--- config.mk ---
export PLATFORM = sky130hd
export DESIGN_NAME = basic_timer_watchdog_control
export DESIGN_NICKNAME = d
export VERILOG_FILES = /design/src/rtl/bt_wdt_pkg.sv /design/src/rtl/basic_timer_watchdog_control.sv /design/src/rtl/bt_prescaler.sv
export SDC_FILE = /design/constraint.sdc
export NUM_CORES = 1
export LEC_CHECK = 0
export BUFFER_PORTS_ARGS = -buffer_cell sky130_fd_sc_hd__buf_2
export CORE_ASPECT_RATIO = 1.75
export CORE_MARGIN = 5
export CORE_UTILIZATION = 46
export CTS_BUF_LIST = sky130_fd_sc_hd__clkbuf_8 sky130_fd_sc_hd__clkbuf_16
export DETAILED_ROUTE_END_ITERATION = 7
export GPL_TIMING_DRIVEN = 0
export PLACE_DENSITY = 0.76
export SYNTH_ARGS = -nofsm -noshare
export SYNTH_HDL_FRONTEND = slang
export SYNTH_SLANG_ARGS = --single-unit
--- constraint.sdc ---
create_clock -name clk_i -period 1.7 [get_ports clk_i]
set_input_delay 0.17 -clock clk_i [delete_from_list [all_inputs] [get_ports clk_i]]
set_output_delay 0.17 -clock clk_i [all_outputs]
set_load 0.005 [all_outputs]
--- src/rtl/bt_wdt_pkg.sv ---
// Package for the basic timer / watchdog control block.
// Assumes an 8-bit internal register bus with single-cycle access.
package bt_wdt_pkg;

  localparam logic [7:0] CTRL_ADDR = 8'hD3;
  localparam logic [7:0] COUNT_ADDR = 8'hFD;
  localparam logic [7:0] CTRL_RESET = 8'h00;
  localparam logic [7:0] COUNT_RESET = 8'h00;
  localparam logic [7:0] COUNT_MAX = 8'hFF;
  localparam logic [7:0] RDATA_IDLE = 8'h00;
  localparam logic WDT_EN_RESET = 1'b1;

  localparam int WD_CODE_MSB = 7;
  localparam int WD_CODE_LSB = 4;
  localparam int CLK_SEL_MSB = 3;
  localparam int CLK_SEL_LSB = 2;
  localparam int CNT_CLR_BIT = 1;
  localparam int DIV_CLR_BIT = 0;

  localparam logic [3:0] WD_DISABLE_CODE = 4'hA;

  localparam int DIV_WIDTH = 12;
  localparam logic [11:0] DIV_MASK_4096 = 12'hFFF;
  localparam logic [11:0] DIV_MASK_1024 = 12'h3FF;
  localparam logic [11:0] DIV_MASK_128 = 12'h07F;
  localparam logic [11:0] DIV_MASK_16 = 12'h00F;

  typedef enum logic [1:0] {
    SEL_DIV4096 = 2'b00,
    SEL_DIV1024 = 2'b01,
    SEL_DIV128 = 2'b10,
    SEL_DIV16 = 2'b11
  } clk_sel_type;

  typedef struct packed {
    logic [7:0] addr;
    logic [7:0] wdata;
    logic wr;
    logic rd;
  } bus_req_type;

endpackage : bt_wdt_pkg

--- src/rtl/basic_timer_watchdog_control.sv ---
// Basic timer control register, 8-bit counter and watchdog enable.
// The count and the enable go to watchdog reset logic outside.
// Assumes an 8-bit register bus with write and read strobes, and
// that clk_i is the selected system clock fxx.
// All inputs but rst_i are taken as synchronous to clk_i; rst_i resets asynchronously.
// Functional notes
// - Code 1010 in bits 7..4 disables watchdog.
// - Bits 3..2 select divide 4096/1024/128/16.
// - Bit 1 write-one clears count, self-clears.
// - Bit 0 write-one clears dividers, self-clears.
// - Dividers run from selected system clock.
// - Divider clear is shared with timer/counters.
// - Count readable read-only at its address.
module basic_timer_watchdog_control
  import bt_wdt_pkg::*;
(
  // Clock and reset
  input wire logic clk_i,
  input wire logic rst_i,
  // Register bus
  input wire bus_req_type bus_i,
  output logic [7:0] rdata_o,
  // Status toward the rest of the chip
  output logic wdt_enable_o,
  output logic div_clear_o,
  output logic [7:0] count_o,
  output logic overflow_o
);

  // Decoded bus strobes, shared by every register group below.
  logic ctrl_hit;
  logic count_hit;
  logic ctrl_wr;
  logic ctrl_rd;
  logic count_rd;
  logic cnt_clr;
  logic div_clr;

  // Control register and the clock selection taken from it.
  logic [7:0] ctrl_reg;
  logic [7:0] ctrl_next;
  clk_sel_type sel;

  // Basic timer count, its tick and its wrap pulse.
  logic tick;
  logic [7:0] count_reg;
  logic [7:0] count_next;
  logic ovf_reg;
  logic ovf_next;

  // Watchdog enable level and the shared divider clear pulse.
  logic wdt_en_reg;
  logic wdt_en_next;
  logic div_clr_reg;
  logic div_clr_next;

  // Read data, held for the one cycle after a read strobe.
  logic [7:0] rdata_reg;
  logic [7:0] rdata_next;

  // True while the code field leaves the watchdog armed; any code but
  // the disable pattern keeps it able to reset the system.
  function automatic logic wdt_armed(input logic [3:0] code);
    return (code != WD_DISABLE_CODE);
  endfunction : wdt_armed

  // One step of the 8-bit count; the carry out of the top is dropped,
  // so the count wraps back to zero.
  function automatic logic [7:0] count_step(input logic [7:0] value);
    return value + 8'h01;
  endfunction : count_step

  // Read multiplexer; idle cycles and unmapped addresses give zero.
  function automatic logic [7:0] read_mux(
    input logic sel_ctrl,
    input logic sel_count,
    input logic [7:0] ctrl_val,
    input logic [7:0] count_val
  );
    logic [7:0] value;
    value = RDATA_IDLE;
    if (sel_ctrl) begin
      value = ctrl_val;
    end else if (sel_count) begin
      value = count_val;
    end
    return value;
  endfunction : read_mux

  // Only the two mapped addresses decode; all others are ignored, and
  // reads of them return zero.
  always_comb begin
    ctrl_hit = (bus_i.addr == CTRL_ADDR);
    count_hit = (bus_i.addr == COUNT_ADDR);
    ctrl_wr = bus_i.wr && ctrl_hit;
    ctrl_rd = bus_i.rd && ctrl_hit;
    // No write strobe is formed for the count, so it stays read-only.
    count_rd = bus_i.rd && count_hit;
    cnt_clr = ctrl_wr && bus_i.wdata[CNT_CLR_BIT];
    div_clr = ctrl_wr && bus_i.wdata[DIV_CLR_BIT];
  end

  assign sel = clk_sel_type'(ctrl_reg[CLK_SEL_MSB:CLK_SEL_LSB]);

  // The prescaler runs on clk_i, which is fxx itself, so a change of
  // oscillator upstream scales every tick period with it. The
  // timer/counters restart one cycle after this prescaler on a clear.
  bt_prescaler u_prescaler (
    .clk_i(clk_i),
    .rst_i(rst_i),
    .clear_i(div_clr),
    .sel_i(sel),
    .tick_o(tick)
  );

  // Control register: a write loads bits 7..2 at once; the clear bits stay zero.
  always_comb begin
    ctrl_next = ctrl_reg;
    if (ctrl_wr) begin
      ctrl_next = bus_i.wdata;
    end
    // Clear bits never hold a one, so reads always show zero there.
    ctrl_next[CNT_CLR_BIT] = 1'b0;
    ctrl_next[DIV_CLR_BIT] = 1'b0;
  end

  always_ff @(posedge clk_i or posedge rst_i) begin
    if (rst_i) begin
      ctrl_reg <= CTRL_RESET;
    end else begin
      ctrl_reg <= ctrl_next;
    end
  end

  // Count: a clear wins over a tick that lands in the same cycle.
  always_comb begin
    count_next = count_reg;
    if (cnt_clr) begin
      count_next = COUNT_RESET;
    end else if (tick) begin
      count_next = count_step(count_reg);
    end
  end

  always_ff @(posedge clk_i or posedge rst_i) begin
    if (rst_i) begin
      count_reg <= COUNT_RESET;
    end else begin
      count_reg <= count_next;
    end
  end

  // Wrap pulse for the watchdog reset logic outside; a clear in the
  // wrap cycle suppresses it, since no wrap then takes place.
  always_comb begin
    if (cnt_clr) begin
      ovf_next = 1'b0;
    end else if (tick) begin
      ovf_next = (count_reg == COUNT_MAX);
    end else begin
      ovf_next = 1'b0;
    end
  end

  always_ff @(posedge clk_i or posedge rst_i) begin
    if (rst_i) begin
      ovf_reg <= 1'b0;
    end else begin
      ovf_reg <= ovf_next;
    end
  end

  // Decoding the next control value lets the enable change in the
  // same cycle as the code field itself.
  always_comb begin
    wdt_en_next = wdt_armed(ctrl_next[WD_CODE_MSB:WD_CODE_LSB]);
  end

  always_ff @(posedge clk_i or posedge rst_i) begin
    if (rst_i) begin
      wdt_en_reg <= WDT_EN_RESET;
    end else begin
      wdt_en_reg <= wdt_en_next;
    end
  end

  // The pulse is exported through a register, so the timer/counters clear
  // one cycle after the prescaler here.
  always_comb begin
    div_clr_next = div_clr;
  end

  always_ff @(posedge clk_i or posedge rst_i) begin
    if (rst_i) begin
      div_clr_reg <= 1'b0;
    end else begin
      div_clr_reg <= div_clr_next;
    end
  end

  // Read data: the multiplexer output is registered for one cycle. A
  // read in the cycle of a write returns the value before the write.
  always_comb begin
    rdata_next = read_mux(ctrl_rd, count_rd, ctrl_reg, count_reg);
  end

  always_ff @(posedge clk_i or posedge rst_i) begin
    if (rst_i) begin
      rdata_reg <= RDATA_IDLE;
    end else begin
      rdata_reg <= rdata_next;
    end
  end

  // Every output comes straight from a flip-flop.
  assign rdata_o = rdata_reg;
  assign wdt_enable_o = wdt_en_reg;
  assign div_clear_o = div_clr_reg;
  assign count_o = count_reg;
  assign overflow_o = ovf_reg;

endmodule : basic_timer_watchdog_control

--- src/rtl/bt_prescaler.sv ---
// Free-running prescaler that yields the basic timer tick enable.
// Assumes clk_i is the selected system clock fxx.
module bt_prescaler
  import bt_wdt_pkg::*;
(
  // Clock and reset
  input wire logic clk_i,
  input wire logic rst_i,
  // Control
  input wire logic clear_i,
  input wire clk_sel_type sel_i,
  // Tick
  output logic tick_o
);

  logic [DIV_WIDTH-1:0] div_reg;
  logic [DIV_WIDTH-1:0] div_next;
  logic tick_reg;
  logic tick_next;
  logic [DIV_WIDTH-1:0] mask;

  always_comb begin
    unique case (sel_i)
      SEL_DIV4096: mask = DIV_MASK_4096;
      SEL_DIV1024: mask = DIV_MASK_1024;
      SEL_DIV128: mask = DIV_MASK_128;
      SEL_DIV16: mask = DIV_MASK_16;
    endcase
    // A clear restarts the division from zero with no tick issued.
    if (clear_i) begin
      div_next = '0;
      tick_next = 1'b0;
    end else begin
      div_next = div_reg + 12'h001;
      tick_next = ((div_reg & mask) == mask);
    end
  end

  always_ff @(posedge clk_i or posedge rst_i) begin
    if (rst_i) begin
      div_reg <= '0;
      tick_reg <= 1'b0;
    end else begin
      div_reg <= div_next;
      tick_reg <= tick_next;
    end
  end

  assign tick_o = tick_reg;

endmodule : bt_prescaler

==> results.json <==
{
  "cts_buffers": 5,
  "powerDensity_nw_per_um2": 953,
  "relSlewSlack_pct": 48.4,
  "ios": 39,
  "ff2ff_path_depth": 5,
  "grt_max_degree": 39,
  "start_util_pct": 46.8,
  "worst_hold_slack_ns": 0.0170,
  "fp.dieH_um": 90.0,
  "required_ns": 1.88,
  "final_cell_mix": "40 x buf_2, 37 x dfrtp_1, 25 x nor2_1, 10 x xnor2_1, 8 x nand3_1",
  "syn_nets": 167,
  "coreArea_um2": 3590,
  "row_count": 29,
  "fmax_mhz": 748,
  "drive_gt1_share_pct": 33.5,
  "worst-path-buf-inv": 0,
  "peakVddDrop_v": 0.000591,
  "grt_pass1_vias": 1309,
  "finalMaxSlewViolations": 0,
  "port_buffers": 38,
  "synth-seq-cells": 38,
  "syn-cell-area_um2": 1680,
  "path_max_fanout": 4,
  "htreeDepth": 2,
  "hold_buffers": 0,
  "track_usage_pct": 14.7,
  "die_area_um2": 5010,
  "crit_chain": "ha_1 -> and3_1 -> nand3_1 -> xor2_1 -> nor2_1",
  "post_cts_resize_count": 0,
  "antenna_found_initial": 0,
  "die_width_um": 55.7,
  "grt_pass1_wl_um": 5840,
  "critPathArrivalTime_ns": 1.52,
  "worst_pin_slew_ns": 0.774,
  "first_pass_iters": 4,
  "cp_top_family": "simple AND/OR/NAND/NOR gates",
  "path_depth": 5,
  "finalSetupViolCount": 0,
  "drc": 0,
  "final_common_cell": "buf_2",
  "yosysTopAreaCell": "dfrtp_1",
  "nets": 212,
  "clock_path_buffers": 2,
  "r2r-start": "u_prescaler.div_reg[0]",
  "leakagePower_nw": 1.00,
  "finalClockSkew_ns": 0.0128,
  "cts.sink_count": 38,
  "synthCells": 145,
  "setup_tns_ns": 0,
  "synth_edf_count": 0,
  "slowest_delay_ns": 0.41,
  "status": "finished clean",
  "drv_cap": 0,
  "ys_types": 34,
  "cts_tree": "done",
  "hold_viol": 0,
  "cts-root-buf": "clkbuf_8",
  "antenna_left": 0,
  "gp_congestion": 0.852,
  "synthArstFlopShare_pct": 100,
  "grt.overflow.total": 0,
  "yosysSeqAreaShare_pct": 56.7,
  "drt_first_iter_violations": 19,
  "synth_top_area_share_pct": 55.1,
  "min_period_over_period_pct": 78.6,
  "period_minus_slack_ns": 1.34,
  "hold_path_class": "input pin to async pin",
  "setup_slack_ns": 0.363,
  "synth-warning-count": 0,
  "rsz0062_at_grt": "false",
  "startpoint": "u_prescaler.div_reg[0]",
  "ys.flop_type": "dfrtp_1",
  "wire_per_inst_um": 14.5,
  "largest_register_ffs": 12,
  "clk_latency_ns": 0.29,
  "syn_area_per_cell_um2": 11.6,
  "via_count": 1222,
  "syn2layout_area_growth_pct": 20.2,
  "critPathLaunchType": "register",
  "place_ws_ns": 0.191,
  "cp_slowest_cell": "dfrtp_1",
  "synthTopCellsByArea": "dfrtp_1 55%, nor2_1 5.6%, xnor2_1 5.2%",
  "routed_wl_um": 3440,
  "antenna_cells": 0,
  "clkTransAtPathRegs_ns": 0.08,
  "path_class": "register to register",
  "cts_setup_buffers": 0,
  "dpl.hpwl_um": 2670,
  "vias_per_cell": 5.16,
  "crit_path_end_kind": "register"
}
-- layout make-up --
cell class / count / area, um2
flip-flops and latches: 38 / 952
multi-input cells: 99 / 688
clock buffers: 6 / 82.6
fillers: 320 / 1570
well taps: 46 / 57.6
inverters: 4 / 15.0
plain buffers: 4 / 25.0
clock inverters: 2 / 8.76
repair buffers: 38 / 190
-- synthesized netlist by cell type, types with 2 or more instances --
cell / count
xnor2_1: 10
buf_2: 2
nor3_1: 5
inv_1: 4
xor2_1: 6
a21oi_1: 3
nand3_1: 8
nand2_1: 5
nand4_1: 3
mux2_2: 6
o21ai_0: 2
dfrtp_1: 37
ha_1: 2
and3_1: 2
nor2_1: 25
a22o_1: 6
and2_1: 2
-- report_power, final --
group	total (mW)	switching [mW]	internal (mW)
clock network	0.624	0.303	0.321
logic	0.192	0.0943	0.0981
registers	1.11	0.112	0.995
total	1.92	0.509	1.41
-- final timing paths --
| kind | to | slack, ns |
|---|---|---|
| hold reg to reg | u_prescaler.div_reg[0] | 0.49 |
| min in group clk_i | ctrl_reg[2] | 0.12 |
| setup reg to reg | u_prescaler.div_reg[8] | 0.36 |
| setup / recovery | u_prescaler.div_reg[8] | 0.36 |
| max in group asynchronous | u_prescaler.div_reg[3] | 1.19 |
| hold / removal | ctrl_reg[5] | 0.02 |
-- through the flow --
stage	std cells	total power [mW]	area, um2	utilization, %
global route	237	2.01	2020	56.2
global placement	229	1.29	1930	53.7
CTS	237	1.94	2020	56.2
detailed placement	229	1.32	1930	53.7
floorplan	145	1.23	1680	-
finish	237	1.92	2020	56.2
-- metal layers --
layer  track usage (%)  routed length [um]  vias to the layer above
met5                 0                   0                        -
li1                  -                   -                      588
met4              7.10                  93                        0
met3              3.72                 137                       10
met1              15.5                1300                      597
met2              26.4                1920                       27
-- logic make-up (layout without fill, tap and decap cells) --
group | after synthesis | in the layout | share of synthesized area [%]
compound gates | 11 | 11 | 4.62
xor+xnor | 16 | 16 | 8.34
fa+ha+maj | 2 | 2 | 1.49
buf+inv | 8 | 54 | 2.38
flops | 38 | 38 | 56.7
mux | 7 | 7 | 4.62
simple gates | 63 | 63 | 21.9
No activity file was read; power rests on OpenSTA's default activity.
